$ cat src/atp_consts.svh
// register offsets, field positions and reset values of the timer clocking block
`ifndef ATP_CONSTS_SVH
`define ATP_CONSTS_SVH
`define ATP_OFS_CTRL_A     8'hb0
`define ATP_OFS_CTRL_B     8'hb1
`define ATP_OFS_COUNT      8'hb2
`define ATP_OFS_CMP_A      8'hb3
`define ATP_OFS_CMP_B      8'hb4
`define ATP_OFS_STATUS     8'hb6
`define ATP_OFS_IRQ_EN     8'h70
`define ATP_OFS_FLAGS      8'h37
`define ATP_OFS_GENERAL    8'h43
`define ATP_CTRL_A_RD_MASK 8'hf3
`define ATP_RST_BYTE       8'h00
`define ATP_CTC_MODE       2'h2
`define ATP_BIT_ASYNC_SEL  5
`define ATP_BIT_PSR        1
`define ATP_FLAG_SYNC_LEN  3
`define ATP_WAKE_HALT      3'h4
`endif

$ cat src/atp_pkg.sv
// types of the timer clocking block
package atp_pkg;
  typedef struct packed {
    logic [7:0] addr;
    logic [7:0] wdata;
    logic       wr;
    logic       rd;
  } atp_bus_s;
  typedef enum logic [2:0] {
    ATP_STOP   = 3'h0,
    ATP_DIV1   = 3'h1,
    ATP_DIV8   = 3'h2,
    ATP_DIV32  = 3'h3,
    ATP_DIV64  = 3'h4,
    ATP_DIV128 = 3'h5,
    ATP_DIV256 = 3'h6,
    ATP_DIV1K  = 3'h7
  } atp_presc_e;
  typedef enum logic [2:0] {
    ATP_R_CTRL_A = 3'h0,
    ATP_R_CTRL_B = 3'h1,
    ATP_R_COUNT  = 3'h2,
    ATP_R_CMP_A  = 3'h3,
    ATP_R_CMP_B  = 3'h4
  } atp_reg_e;
endpackage : atp_pkg

$ cat src/atp_timer_clocking.sv
// clock selection, prescaler and oscillator-domain crossing of the 8-bit timer
// How it works
// RQ1 - writes buffered, copied after two oscillator edges
// RQ2 - five registers, five separate buffers
// RQ3 - software waits for busy before rewriting
// RQ4 - busy sets on write, clears on copy
// RQ5 - compare match off while compare/count pending
// RQ6 - core clock over four times oscillator
// RQ7 - software follows safe clock switch order
// RQ8 - count read through copy refreshed per edge
// RQ9 - software reads count after busy clears
// RQ10 - flag crossing: one timer cycle plus three
// RQ11 - compare pin changes on timer tick only
// RQ12 - wake on next timer tick, four halted
// RQ13 - I/O clock default; async detaches pins
// RQ14 - sync counting uses single-cycle enable pulse
// RQ15 - prescaler taps 1,8,32,64,128,256,1024,stop
// RQ16 - prescaler reset bit clears the prescaler
// RQ17 - oscillator off only in deepest sleeps
// RQ18 - software waits busy before wake sleep
// RQ19 - software lets one oscillator cycle pass
// RQ20 - software waits one second for oscillator
// RQ21 - control a fields 7:6,5:4,3:2,1:0, reset zero
// RQ22 - control a bits 3:2 read zero
//
// The plain strobed port was chosen for this implementation.
`timescale 1ns/1ps
`include "atp_consts.svh"
module atp_timer_clocking (
  input  wire logic            mclk,
  input  wire logic            rst,
  input  wire atp_pkg::atp_bus_s bus,
  output logic [7:0]           rdata,
  input  wire logic            osc_input_pin,
  input  wire logic            sleeping,
  input  wire logic            deep_sleep,
  output logic                 osc_run,
  output logic                 osc_pins_detach,
  output logic                 cmp_a_out,
  output logic                 cmp_a_oe,
  output logic                 cmp_b_out,
  output logic                 cmp_b_oe,
  output logic                 wake_req,
  output logic                 cpu_halt
);
  import atp_pkg::*;

  localparam int NREG = 5;

  // oscillator pin synchroniser; the second and third stages feed the edge detect
  logic       osc_s1_ff, osc_s2_ff, osc_s3_ff;
  logic       osc_edge;
  logic       async_sel_ff, nxt_async_sel;
  logic       src_tick;

  always_ff @(posedge mclk or posedge rst) begin
    if (rst) begin
      osc_s1_ff <= 1'b0;
      osc_s2_ff <= 1'b0;
      osc_s3_ff <= 1'b0;
    end else begin
      osc_s1_ff <= osc_input_pin;
      osc_s2_ff <= osc_s1_ff;
      osc_s3_ff <= osc_s2_ff;
    end
  end
  assign osc_edge = osc_s2_ff & ~osc_s3_ff;
  assign src_tick = async_sel_ff ? osc_edge : 1'b1;  // [RQ13]
  assign osc_pins_detach = async_sel_ff;             // [RQ13]
  assign osc_run = async_sel_ff & ~deep_sleep;       // [RQ17]

  // bus decode
  logic wr_ctrl_a, wr_ctrl_b, wr_count, wr_cmp_a, wr_cmp_b;
  logic wr_status, wr_irq_en, wr_flags, psr_pulse;
  logic [NREG-1:0] reg_wr;
  assign wr_ctrl_a = bus.wr & (bus.addr == `ATP_OFS_CTRL_A);
  assign wr_ctrl_b = bus.wr & (bus.addr == `ATP_OFS_CTRL_B);
  assign wr_count  = bus.wr & (bus.addr == `ATP_OFS_COUNT);
  assign wr_cmp_a  = bus.wr & (bus.addr == `ATP_OFS_CMP_A);
  assign wr_cmp_b  = bus.wr & (bus.addr == `ATP_OFS_CMP_B);
  assign wr_status = bus.wr & (bus.addr == `ATP_OFS_STATUS);
  assign wr_irq_en = bus.wr & (bus.addr == `ATP_OFS_IRQ_EN);
  assign wr_flags  = bus.wr & (bus.addr == `ATP_OFS_FLAGS);
  assign psr_pulse = bus.wr & (bus.addr == `ATP_OFS_GENERAL) & bus.wdata[`ATP_BIT_PSR];
  assign reg_wr = {wr_cmp_b, wr_cmp_a, wr_count, wr_ctrl_b, wr_ctrl_a};

  // per-register temporary buffers and update-busy flags
  logic [7:0]      buf_ff [NREG];
  logic [7:0]      nxt_buf [NREG];
  logic [7:0]      dst_ff [NREG];
  logic [7:0]      nxt_dst [NREG];
  logic [1:0]      edg_ff [NREG];
  logic [1:0]      nxt_edg [NREG];
  logic [NREG-1:0] busy_ff, nxt_busy, xfer;

  genvar gi;
  generate
    for (gi = 0; gi < NREG; gi++) begin : g_buf
      // sync mode copies on the next cycle; async waits for the second edge
      assign xfer[gi] = busy_ff[gi] & ~reg_wr[gi] &
                        (~async_sel_ff | (osc_edge & (edg_ff[gi] == 2'h1)));  // [RQ1]
      always_comb begin
        nxt_buf[gi]  = buf_ff[gi];
        nxt_busy[gi] = busy_ff[gi];
        nxt_edg[gi]  = edg_ff[gi];
        nxt_dst[gi]  = dst_ff[gi];
        if (reg_wr[gi]) begin
          // a new write restarts the transfer; set wins over the clear
          nxt_buf[gi]  = bus.wdata;  // [RQ2]
          nxt_busy[gi] = 1'b1;       // [RQ4]
          nxt_edg[gi]  = 2'h0;
        end else if (xfer[gi]) begin
          nxt_dst[gi]  = buf_ff[gi];  // [RQ1]
          nxt_busy[gi] = 1'b0;        // [RQ4]
          nxt_edg[gi]  = 2'h0;
        end else if (busy_ff[gi] & osc_edge) begin
          nxt_edg[gi]  = edg_ff[gi] + 2'h1;
        end
      end
      always_ff @(posedge mclk or posedge rst) begin
        if (rst) begin
          buf_ff[gi]  <= `ATP_RST_BYTE;
          dst_ff[gi]  <= `ATP_RST_BYTE;
          edg_ff[gi]  <= 2'h0;
          busy_ff[gi] <= 1'b0;
        end else begin
          buf_ff[gi]  <= nxt_buf[gi];
          dst_ff[gi]  <= nxt_dst[gi];
          edg_ff[gi]  <= nxt_edg[gi];
          busy_ff[gi] <= nxt_busy[gi];
        end
      end
    end
  endgenerate

  logic [7:0] ctrl_a, ctrl_b, cmp_a, cmp_b;
  atp_presc_e presc_sel;
  assign ctrl_a = dst_ff[ATP_R_CTRL_A] & `ATP_CTRL_A_RD_MASK;  // [RQ22]
  assign ctrl_b = dst_ff[ATP_R_CTRL_B];
  assign cmp_a  = dst_ff[ATP_R_CMP_A];
  assign cmp_b  = dst_ff[ATP_R_CMP_B];
  assign presc_sel = atp_presc_e'(ctrl_b[2:0]);

  // prescaler and tap selection
  logic [9:0] presc_ff, nxt_presc;
  logic       tap_hit, tick_en;
  always_comb begin
    nxt_presc = presc_ff;
    if (psr_pulse) begin
      nxt_presc = 10'h000;  // [RQ16]
    end else if (src_tick) begin
      nxt_presc = presc_ff + 10'h001;
    end
  end
  always_comb begin
    unique case (presc_sel)  // [RQ15]
      ATP_STOP:   tap_hit = 1'b0;
      ATP_DIV1:   tap_hit = 1'b1;
      ATP_DIV8:   tap_hit = &presc_ff[2:0];
      ATP_DIV32:  tap_hit = &presc_ff[4:0];
      ATP_DIV64:  tap_hit = &presc_ff[5:0];
      ATP_DIV128: tap_hit = &presc_ff[6:0];
      ATP_DIV256: tap_hit = &presc_ff[7:0];
      ATP_DIV1K:  tap_hit = &presc_ff[9:0];
    endcase
  end
  // counter steps on a one-cycle enable, never on a derived clock
  assign tick_en = src_tick & tap_hit & ~psr_pulse;  // [RQ14]

  // counter, compare and compare pins
  logic [7:0] cnt_ff, nxt_cnt, cnt_rd_ff, nxt_cnt_rd;
  logic       match_a, match_b, ctc;
  logic       cmp_a_out_ff, nxt_cmp_a_out, cmp_b_out_ff, nxt_cmp_b_out;
  logic [2:0] ev;
  assign ctc = ctrl_a[1:0] == `ATP_CTC_MODE;
  assign match_a = (cnt_ff == cmp_a) & ~busy_ff[ATP_R_CMP_A] & ~busy_ff[ATP_R_COUNT];  // [RQ5]
  assign match_b = (cnt_ff == cmp_b) & ~busy_ff[ATP_R_CMP_B] & ~busy_ff[ATP_R_COUNT];  // [RQ5]
  assign ev = {tick_en & match_b, tick_en & match_a, tick_en & ~ctc & (cnt_ff == 8'hff)};

  function automatic logic pin_next(input logic [1:0] mode, input logic cur);
    case (mode)
      2'h1:    pin_next = ~cur;
      2'h2:    pin_next = 1'b0;
      2'h3:    pin_next = 1'b1;
      default: pin_next = cur;
    endcase
  endfunction : pin_next

  always_comb begin
    nxt_cnt = cnt_ff;
    nxt_cmp_a_out = cmp_a_out_ff;
    nxt_cmp_b_out = cmp_b_out_ff;
    if (tick_en) begin
      nxt_cnt = (ctc & match_a) ? 8'h00 : cnt_ff + 8'h01;
      // pins follow the timer tick, not the core clock  [RQ11]
      if (match_a) nxt_cmp_a_out = pin_next(ctrl_a[7:6], cmp_a_out_ff);  // [RQ21]
      if (match_b) nxt_cmp_b_out = pin_next(ctrl_a[5:4], cmp_b_out_ff);  // [RQ21]
    end
    if (xfer[ATP_R_COUNT]) nxt_cnt = buf_ff[ATP_R_COUNT];  // [RQ1]
    // software sees a copy taken only on oscillator edges when async
    nxt_cnt_rd = (~async_sel_ff | osc_edge) ? nxt_cnt : cnt_rd_ff;  // [RQ8]
  end

  // interrupt flags: in async mode one timer cycle wait, then three core cycles; in sync mode set at once
  logic [2:0] pend_ff, nxt_pend;
  logic [2:0] sd_ff [`ATP_FLAG_SYNC_LEN];
  logic [2:0] nxt_sd [`ATP_FLAG_SYNC_LEN];
  logic [2:0] flags_ff, nxt_flags, irq_en_ff, nxt_irq_en, set_ev;
  always_comb begin
    nxt_pend = pend_ff | ev;
    nxt_sd[0] = 3'h0;
    if (async_sel_ff & osc_edge) begin
      nxt_sd[0] = pend_ff;  // [RQ10]
      nxt_pend  = ev;
    end
    for (int k = 1; k < `ATP_FLAG_SYNC_LEN; k++) nxt_sd[k] = sd_ff[k-1];
    if (~async_sel_ff) nxt_pend = 3'h0;
    set_ev = async_sel_ff ? sd_ff[`ATP_FLAG_SYNC_LEN-1] : ev;  // [RQ10]
    nxt_flags = flags_ff;
    if (wr_flags) nxt_flags = flags_ff & ~bus.wdata[2:0];
    nxt_flags = nxt_flags | set_ev;
    nxt_irq_en = wr_irq_en ? bus.wdata[2:0] : irq_en_ff;
  end

  // wake-up pulse and four-cycle halt
  logic       wake_ff, nxt_wake;
  logic [2:0] halt_ff, nxt_halt;
  always_comb begin
    // set_ev in async mode already lags the event by a timer cycle
    nxt_wake = sleeping & |(set_ev & irq_en_ff);  // [RQ12]
    nxt_halt = halt_ff;
    if (wake_ff) begin
      nxt_halt = `ATP_WAKE_HALT;  // [RQ12]
    end else if (halt_ff != 3'h0) begin
      nxt_halt = halt_ff - 3'h1;
    end
  end
  assign wake_req = wake_ff;
  assign cpu_halt = halt_ff != 3'h0;

  always_comb begin
    nxt_async_sel = async_sel_ff;
    if (wr_status) nxt_async_sel = bus.wdata[`ATP_BIT_ASYNC_SEL];
  end

  // read data, valid the cycle after the strobe
  logic [7:0] rdata_ff, nxt_rdata;
  always_comb begin
    nxt_rdata = 8'h00;
    if (bus.rd) begin
      unique case (bus.addr)
        `ATP_OFS_CTRL_A:  nxt_rdata = ctrl_a;  // [RQ21]
        `ATP_OFS_CTRL_B:  nxt_rdata = ctrl_b;
        `ATP_OFS_COUNT:   nxt_rdata = cnt_rd_ff;  // [RQ8]
        `ATP_OFS_CMP_A:   nxt_rdata = cmp_a;
        `ATP_OFS_CMP_B:   nxt_rdata = cmp_b;
        `ATP_OFS_STATUS:  nxt_rdata = {2'h0, async_sel_ff, busy_ff[ATP_R_COUNT],
                                       busy_ff[ATP_R_CMP_A], busy_ff[ATP_R_CMP_B],
                                       busy_ff[ATP_R_CTRL_A], busy_ff[ATP_R_CTRL_B]};
        `ATP_OFS_IRQ_EN:  nxt_rdata = {5'h00, irq_en_ff};
        `ATP_OFS_FLAGS:   nxt_rdata = {5'h00, flags_ff};
        default:          nxt_rdata = 8'h00;
      endcase
    end
  end
  assign rdata = rdata_ff;

  always_ff @(posedge mclk or posedge rst) begin
    if (rst) begin
      async_sel_ff <= 1'b0;  // [RQ13]
      presc_ff     <= 10'h000;
      cnt_ff       <= `ATP_RST_BYTE;
      cnt_rd_ff    <= `ATP_RST_BYTE;
      cmp_a_out_ff <= 1'b0;
      cmp_b_out_ff <= 1'b0;
      pend_ff      <= 3'h0;
      for (int k = 0; k < `ATP_FLAG_SYNC_LEN; k++) sd_ff[k] <= 3'h0;
      flags_ff     <= 3'h0;
      irq_en_ff    <= 3'h0;
      wake_ff      <= 1'b0;
      halt_ff      <= 3'h0;
      rdata_ff     <= 8'h00;
    end else begin
      async_sel_ff <= nxt_async_sel;
      presc_ff     <= nxt_presc;
      cnt_ff       <= nxt_cnt;
      cnt_rd_ff    <= nxt_cnt_rd;
      cmp_a_out_ff <= nxt_cmp_a_out;
      cmp_b_out_ff <= nxt_cmp_b_out;
      pend_ff      <= nxt_pend;
      for (int k = 0; k < `ATP_FLAG_SYNC_LEN; k++) sd_ff[k] <= nxt_sd[k];
      flags_ff     <= nxt_flags;
      irq_en_ff    <= nxt_irq_en;
      wake_ff      <= nxt_wake;
      halt_ff      <= nxt_halt;
      rdata_ff     <= nxt_rdata;
    end
  end

  assign cmp_a_out = cmp_a_out_ff;
  assign cmp_a_oe  = ctrl_a[7:6] != 2'h0;
  assign cmp_b_out = cmp_b_out_ff;
  assign cmp_b_oe  = ctrl_a[5:4] != 2'h0;
endmodule : atp_timer_clocking

$ cat config.mk
export PLATFORM = sky130hd
export DESIGN_NAME = atp_timer_clocking
export DESIGN_NICKNAME = d
export VERILOG_FILES = /design/src/atp_pkg.sv /design/src/atp_timer_clocking.sv
export VERILOG_INCLUDE_DIRS = /design/src
export SDC_FILE = /design/constraint.sdc
export NUM_CORES = 1
export LEC_CHECK = 0
export BUFFER_PORTS_ARGS = -buffer_cell sky130_fd_sc_hd__buf_2
export CORE_MARGIN = 10
export CORE_UTILIZATION = 47
export CTS_CLUSTER_DIAMETER = 40
export DETAILED_ROUTE_END_ITERATION = 6
export GPL_TIMING_DRIVEN = 0
export SYNTH_ARGS = -nofsm -noshare
export SYNTH_HDL_FRONTEND = slang
export SYNTH_SLANG_ARGS = --single-unit
$ cat constraint.sdc
create_clock -name mclk -period 5.5 [get_ports mclk]
set_clock_uncertainty 0.2 [all_clocks]
set_input_delay 0.825 -clock mclk [delete_from_list [all_inputs] [get_ports mclk]]
set_output_delay 0.825 -clock mclk [all_outputs]
set_load 0.02 [all_outputs]
# == Word-level counts from Yosys, hierarchy flattened ==
# Index checks and enable logic that the tools add are counted.
# word_totals
elab_cells,221
out_inout_bits,16
regBits,149
inputBits,23
# classes
addsub,8
bitwise,71
n_mux,43
n_reduce_logical,31
n_eq_ne,31
# op_table
op,n
8-bit case mux with 8 select lines,1
8-bit equality test (second input constant),7
1-bit bitwise AND,45
8-bit two-way mux,4
2-bit two-way mux,15
3-bit nonzero test,8
3-bit two-way mux,7
10-bit two-way mux,2
2-bit nonzero test,9
8-bit by 7-bit equality test with 1-bit output (second input constant),2
8-bit equality test,2
1-bit NOT,15
2-bit by 1-bit equality test with 1-bit output (second input constant),7
3-bit equality test (second input constant),4
1-bit two-way mux,11
10-bit by 1-bit adder with 10-bit output (second input constant),1
2-bit by 1-bit adder with 2-bit output (second input constant),5
2-bit equality test (second input constant),5
10-bit AND reduction,1
3-bit AND reduction,3
8-bit by 1-bit adder with 8-bit output (second input constant),1
8-bit by 6-bit equality test with 1-bit output (second input constant),1
1-bit case mux with 8 select lines,1
2-bit AND reduction,4
14 further kinds,23

# == Depth between registers and ports, before layout ==
# Gate-level depths: netlist of run 1.
# depth
depth_word,11
mapped_depth,11
mapped_depth_nobuf,10

# == Worst setup path after synthesis of run 1 ==
# OpenSTA, ideal clock, no wires.
# synth_timing
kind,in2reg
startpoint,in bus[16] in the netlist's numbering
endpoint,reg dst_ff (netlist bit ctrl_a[0])
cell_stages,5
path_buffers,0
arrival_ns,2.362
setup_slack_ns,2.813
setup_ns,0.125
required_ns,5.175
path_cell_list,and4bb_2 nand3b_1 nor3b_2 nand3b_2 mux2_2
# synth_via
elab_chain_len,6
# synth_lines
element,line,rtl
"start, declared",atp_timer_clocking.sv:32,"input wire atp_pkg::atp_bus_s bus,"
8-bit equality test *,-,
1-bit bitwise AND *,atp_timer_clocking.sv:76,assign wr_ctrl_a = bus.wr & (bus.addr == `ATP_OFS_CTRL_A);
1-bit NOT (no line) *,-,
1-bit bitwise AND (2 in a row),atp_timer_clocking.sv:100,assign xfer[gi] = busy_ff[gi] & ~reg_wr[gi] &
2-bit AND reduction (no line) *,-,
"end signal, assigned by index",atp_timer_clocking.sv:123,dst_ff[gi] <= `ATP_RST_BYTE;
"end signal, assigned by index",atp_timer_clocking.sv:128,dst_ff[gi] <= nxt_dst[gi];
"end, declared",atp_timer_clocking.sv:90,logic [7:0] dst_ff [NREG];
# Every way passes the cells marked *; elsewhere a longest branch is shown, timed or not.
# A chain may end at the register's enable or synchronous reset.

# == Worst setup path in the final report of run 1 ==
# Same ends and word-level chain as after synthesis.

==> results of run 1 <==
[layer usage]
metal | up-vias | share of wire | global-route usage
met5 | - | 0 | 0
met4 | 0 | 0.027 | 0.07663
met3 | 33 | 0.045 | 0.04491
met2 | 128 | 0.47 | 0.2795
met1 | 2371 | 0.46 | 0.2360
li1 | 2175 | - | -
[worst min path at each step]
stage / cells past startpoint / startpoint / slack (ns) / to
floorplan: 0 / nxt_sd[3] / 0.13 / nxt_sd[0]
global placement: 0 / osc_s1_ff / 0.13 / osc_s2_ff
detailed placement: 0 / nxt_sd[4] / 0.14 / nxt_sd[1]
CTS: 0 / nxt_sd[0] / 0.15 / sd_ff[0]
global route: 0 / nxt_sd[0] / 0.15 / sd_ff[0]
finish: 0 / nxt_sd[0] / 0.14 / sd_ff[0]
[critical path, stage by stage]
cell                       delay [ns]
sky130_fd_sc_hd__buf_2           0.10
sky130_fd_sc_hd__and4bb_2        0.34
sky130_fd_sc_hd__nand3b_1        0.18
sky130_fd_sc_hd__nor3b_2         0.89
sky130_fd_sc_hd__nand3b_2        0.45
sky130_fd_sc_hd__mux2_2          0.38
[flip-flops by register name (all words and copies together) (netlist names), 3 cells and up]
signal and count:
cmp_a 8, presc_ff 10, cnt_ff 8, edg_ff 10, ctrl_b 8, buf_ff 38
pend_ff 3, halt_ff 3, sd_ff 3, nxt_sd 6, cnt_rd_ff 8, rdata 8
busy_ff 5, ctrl_a 6, cmp_b 8, irq_en_ff 3, flags_ff 3
[cells by family (layout without fill, tap and decap cells)]
logic type,count (synthesis),in the layout
adders and majority gates,11,11
and+or+nand+nor,185,185
buffers and inverters,38,108
xor gates and xnor gates,30,30
AOI/OAI and AO/OA,81,81
DFF,145,145
muxes,85,85
[cell usage in the layout, fill, tap and decap left out, types with 8 or more instances in the layout]
cell type,netlist,routed
sky130_fd_sc_hd__ha_1,11,11
sky130_fd_sc_hd__clkbuf_16,0,17
sky130_fd_sc_hd__mux2_2,73,73
sky130_fd_sc_hd__o21ai_0,14,14
sky130_fd_sc_hd__clkbuf_1,14,16
sky130_fd_sc_hd__buf_2,6,43
sky130_fd_sc_hd__dfrtp_1,145,145
sky130_fd_sc_hd__nand2_1,74,74
sky130_fd_sc_hd__nand3_1,19,19
sky130_fd_sc_hd__xnor2_1,24,24
sky130_fd_sc_hd__a21oi_1,14,14
sky130_fd_sc_hd__nor2_1,30,30
sky130_fd_sc_hd__o211ai_1,8,8
sky130_fd_sc_hd__inv_1,14,13
[power by group]
part / internal (uW) / switching (uW) / total (uW)
registers: 1190 / 107 / 1300
clock network: 774 / 435 / 1210
logic: 189 / 269 / 458
total: 2150 / 810 / 2960
[metrics by stage]
step                setup slack [ns]  hold WS, ns  total power [uW]
floorplan                     0.5804       0.1312              1605
global placement             -0.9483       0.1327              1733
detailed placement             2.008       0.1389              1764
CTS                            2.453       0.1473              2982
global route                   2.349       0.1495              3097
finish                         2.427       0.1441              2963
[layout make-up]
class / count / area, um2
Fill cell: 1182 / 6140
Sequential cell: 145 / 3628
Multi-Input combinational cell: 392 / 2933
Clock buffer: 24 / 501.7
Tap cell: 180 / 225.2
Timing Repair Buffer: 38 / 212.7
Clock inverter: 8 / 123.9
Buffer: 23 / 108.9
Inverter: 15 / 61.31
==> impl_metrics.toml, run 1 <==
[finish]
utilization = 0.5594
nets = 666
final_cell_area_um2 = 7795
diodes = 0
fin_cells = 825
layout-drive-gt1-share = 0.2682
area_growth_pct = 15.89

[grt]
grt_antenna_before_repair = 0
grt_pass1_vias = 4920
grt.total_usage = 0.1807
grt_start_max_net_pins = 83
grt_first_pass_wirelength_um = 27340
overflow = 0

[floorplan]
die-area_um2 = 19500
design.core.area_um2 = 13930
dieWidth_um = 139.6
initial_core_util = 0.4827
dieHeight_um = 139.6
row_count = 43
io_count = 39

[placement]
port-buffer-count = 37
post_place_cell_area_um2 = 7169
dpl_cells = 793
detailed_place_hpwl_um = 12050
place.gp.congestion = 0.9023

[setup_path]
reg2reg_setup_slack_ns = 2.54
regToRegStartpoint = "cnt_ff[0]"
criticalPathCategory = "in2reg"
timing.critical_path.from_type = "primary input"
worst-endpoint-arrival_ns = 3.18
timing.critical_path.to = "ctrl_a[0]"
endpoint_kind = "register"
reg2regPathDepth = 6
critPathLaunch = "bus[16]"
cp.required_ns = 5.60
worst_r2r_endpoint = "cnt_rd_ff[6]"
critical_path_peak_fanout = 10

[yosys]
ys_types = 64
synth.area.top_cells = "sky130_fd_sc_hd__dfrtp_1, sky130_fd_sc_hd__mux2_2, sky130_fd_sc_hd__nand2_1, sky130_fd_sc_hd__xnor2_1, sky130_fd_sc_hd__ha_1"
ys_ff_latch = 145
synth_flop_cell = "sky130_fd_sc_hd__dfrtp_1"
synthesis.nets = 609
synth_xor_xnor_area_share = 0.03906
synth_top_family_by_area = "multiplexers"
syn-instance-count = 575
post_synthesis_cell_type_with_the_largest_combined_area = "sky130_fd_sc_hd__dfrtp_1"
yosysWarnings = 0
synth_top_cell_area_share = 0.5394
ys_top_cells_by_count = "sky130_fd_sc_hd__dfrtp_1, sky130_fd_sc_hd__nand2_1, sky130_fd_sc_hd__mux2_2"
synthesis.area_per_instance_um2 = 11.70
synthAdderAreaFrac = 0.02046
yosysMostFrequentCell = "sky130_fd_sc_hd__dfrtp_1"
synthesis.area_um2 = 6726
post_synth_mux_area_share = 0.1512
ys_async_rst_share = 1.000
synthesized_area_fraction_occupied_by_ao_oa_aoi_and_oai_cells = 0.08296
synth-edff-count = 0
ys_seq_area_frac = 0.5394
post_synth_and_or_nand_nor_area_fraction = 0.1423

[pwr]
power-per-cell-area_nw_per_um2 = 380.1
cellLeakagePower_uw = 0.003718
ir_drop_uv = 248.8

[clock_tree]
number_of_gates_resized_after_cts = 0
numCtsBuffers = 17
clock_sink_count = 145
cts_root_buffer = "sky130_fd_sc_hd__clkbuf_16"
clock_tree_from_tritoncts = "done"
cts_post_setup_buffers_inserted = 0
worst_setup_hold_path_clk_slew_ns = 0.06
htree_levels = 4
clock_tree.buffer_depth = 2
clock_latency_ns = 0.42
cts_hold_buffers = 0

[sta]
finalSetupViolCount = 0
min_period_ns = 3.073
tns_ns = 0
max_freq_mhz = 325.4
finalHoldViolCount = 0
maxSlewHeadroom = 0.1320
slew_at_the_pin_closest_to_its_max_slew_limit_ns = 1.285
timing_max_transition_violations_final = 0
rsz0062_at_grt = "no"
timing.final.crit_share = 0.5588

[drt]
vias_post_dr = 4707
detail_route.drc_violations = 0
drt_iter0_drc = 276
final_routed_wire_length_divided_by_cell_count_um = 20.78
detail_route.wirelength_um = 17140
vias_per_std_cell = 5.705
drt_pass1_iterations = 5
antenna_left = 0

[worst_hold_path]
worstHoldPathType = "reg2reg"

[flow_run]
cap_violations = 0

[run_status]
outcome = "completed"
No activity file was read; power rests on OpenSTA's default activity.
==> run 2, diff against run 1 <==
- PLACE_DENSITY: default -> 0.67
- clock period: 5.5 -> 2.5 ns (I/O delays scaled with it)
==> impl_metrics.toml, run 2 (synthesis gave the netlist of run 1 again) <==
[grt]
grt.total_usage = 0.1781
met1_usage = 0.2223
grt_first_pass_wirelength_um = 27390
grt.busiest_layer = "met2"
grt_pass1_vias = 5075
grt_start_max_net_pins = 45
use_met3 = 0.05342
grt_antenna_before_repair = 0
globalRouteMet2Util = 0.2874
overflow = 0

[floorplan]
initial_core_util = 0.4827
dieHeight_um = 139.6
die-area_um2 = 19500
io_count = 39
dieWidth_um = 139.6
design.core.area_um2 = 13930
row_count = 43

[clock_tree]
cts_root_buffer = "sky130_fd_sc_hd__clkbuf_16"
clock_latency_ns = 0.43
htree_levels = 4
clock_tree.buffer_depth = 2
worst_setup_hold_path_clk_slew_ns = 0.06
clock_sink_count = 145
clock_tree_from_tritoncts = "done"
numCtsBuffers = 17

[setup_path]
crit_path_top_delay_cell = "sky130_fd_sc_hd__o41a_1"
path_common_cell = "sky130_fd_sc_hd__buf_6"
timing.critical_path.from_type = "register"
reg2regPathDepth = 9
delay_of_the_slowest_critical_path_stage_ns = 0.44
endpoint_kind = "register"
critical_path_peak_fanout = 5
criticalPathCategory = "reg2reg"
timing.critical_path.cells = "ha_2 > nand3_4 > buf_6 > o41a_1 > buf_6 > buf_4 > nor2_4 > nand3_1 > a22o_1"
worst-endpoint-arrival_ns = 2.57
cp.required_ns = 2.61

[sta]
slew_at_the_pin_closest_to_its_max_slew_limit_ns = 1.168
finalHoldWorstSlack_ns = 0.03203
finalHoldViolCount = 0
maxSlewHeadroom = 0.2111
finalSetupViolCount = 0
min_period_ns = 2.459
rsz0062_at_grt = "yes"
tns_ns = 0
max_freq_mhz = 406.7
timing_max_transition_violations_final = 0
timing.final.crit_share = 0.9836

[placement]
detailed_place_hpwl_um = 12110
place.gp.congestion = 0.9181
dpl_cells = 795
port-buffer-count = 37

[run_status]
outcome = "completed"

[drt]
drt_pass1_iterations = 5
detail_route.wirelength_um = 17230
antenna_left = 0
detail_route.drc_violations = 0
vias_post_dr = 4934
drt_iter0_drc = 390
final_routed_wire_length_divided_by_cell_count_um = 20.66
vias_per_std_cell = 5.916

[finish]
largestRegisters = "buf_ff: 38 flops, edg_ff: 10 flops, presc_ff: 10 flops"
nets = 677
filler_cell_count = 1191
largest_register_ffs = 38
most-common-layout-cells = "sky130_fd_sc_hd__dfrtp_1, sky130_fd_sc_hd__nand2_1, sky130_fd_sc_hd__mux2_2, sky130_fd_sc_hd__buf_2, sky130_fd_sc_hd__nor2_1"
final_common_cell = "sky130_fd_sc_hd__dfrtp_1"
fin_cells = 834
diodes = 0
utilization = 0.5695
area_growth_pct = 17.97
layout-drive-gt1-share = 0.2966
max_flop_register = "buf_ff"

[pwr]
power-per-cell-area_nw_per_um2 = 791.1
cellLeakagePower_uw = 0.003747
power.total_uw = 6278
ir_drop_uv = 529.2

[worst_hold_path]
holdPathStages = 2
worstHoldPathType = "in2reg"

[flow_run]
cap_violations = 0
## run 2: area by class of cell
type / count / area (um2) / area share
plain buffers: 23 / 108.9 / 0.01372
clock buffers: 25 / 505.5 / 0.06370
clock inverters: 5 / 28.78 / 0.003627
inverters: 15 / 62.56 / 0.007884
multi-input cells: 392 / 3053 / 0.3847
flip-flops and latches: 145 / 3630 / 0.4574
well taps: 180 / 225.2 / 0.02838
repair buffers: 49 / 321.6 / 0.04052
## run 2: path summary, 6_finish.rpt
path / slack (ns) / endpoint / from
setup / recovery: 0.04 / cmp_b_out / presc_ff[0]
hold / removal: 0.03 / buf_ff[19] / bus[5]
setup reg to reg: 0.04 / cmp_b_out / presc_ff[0]
hold reg to reg: 0.15 / nxt_sd[2] / nxt_sd[5]
max in group asynchronous: 0.82 / presc_ff[4] / rst
min in group asynchronous: 0.39 / cmp_a[3] / rst
## run 2: metal layers
| metal | part of all wire | routed length (um) |
|---|---|---|
| met5 | 0 | 0 |
| met4 | 0.021 | 369 |
| met3 | 0.079 | 1355 |
| met2 | 0.48 | 8233 |
| met1 | 0.42 | 7270 |
## run 2: critical path: cells and delay by family (launching register included)
family / cells / cell delay [ns]
fa+ha+maj: 1 / 0.22
simple gates: 3 / 0.40
flops: 1 / 0.38
buf+inv: 3 / 0.47
compound gates: 2 / 0.69
## run 2: per-stage QoR
stage / area, um2 / setup slack (ns)
floorplan: 6730 / 0.1060
finish: 7935 / 0.04102
CTS: 7825 / 0.001076
global route: 7935 / -0.06175
detailed placement: 7201 / -0.6556
global placement: 7141 / -0.7142
## run 2: what timing repair did
action,4_1_cts,5_1_grt
pin swaps,4,11
gates resized for setup,11,17
setup endpoints to repair,29,25
buffers inserted,2,3
hold endpoints to repair,29,0
hold buffers,2,0
gates cloned,0,2
## run 2: where the power goes
part / internal, uW / switching (uW)
combinational: 475 / 632
clock: 1380 / 922
sequential: 2620 / 247
total: 4480 / 1800
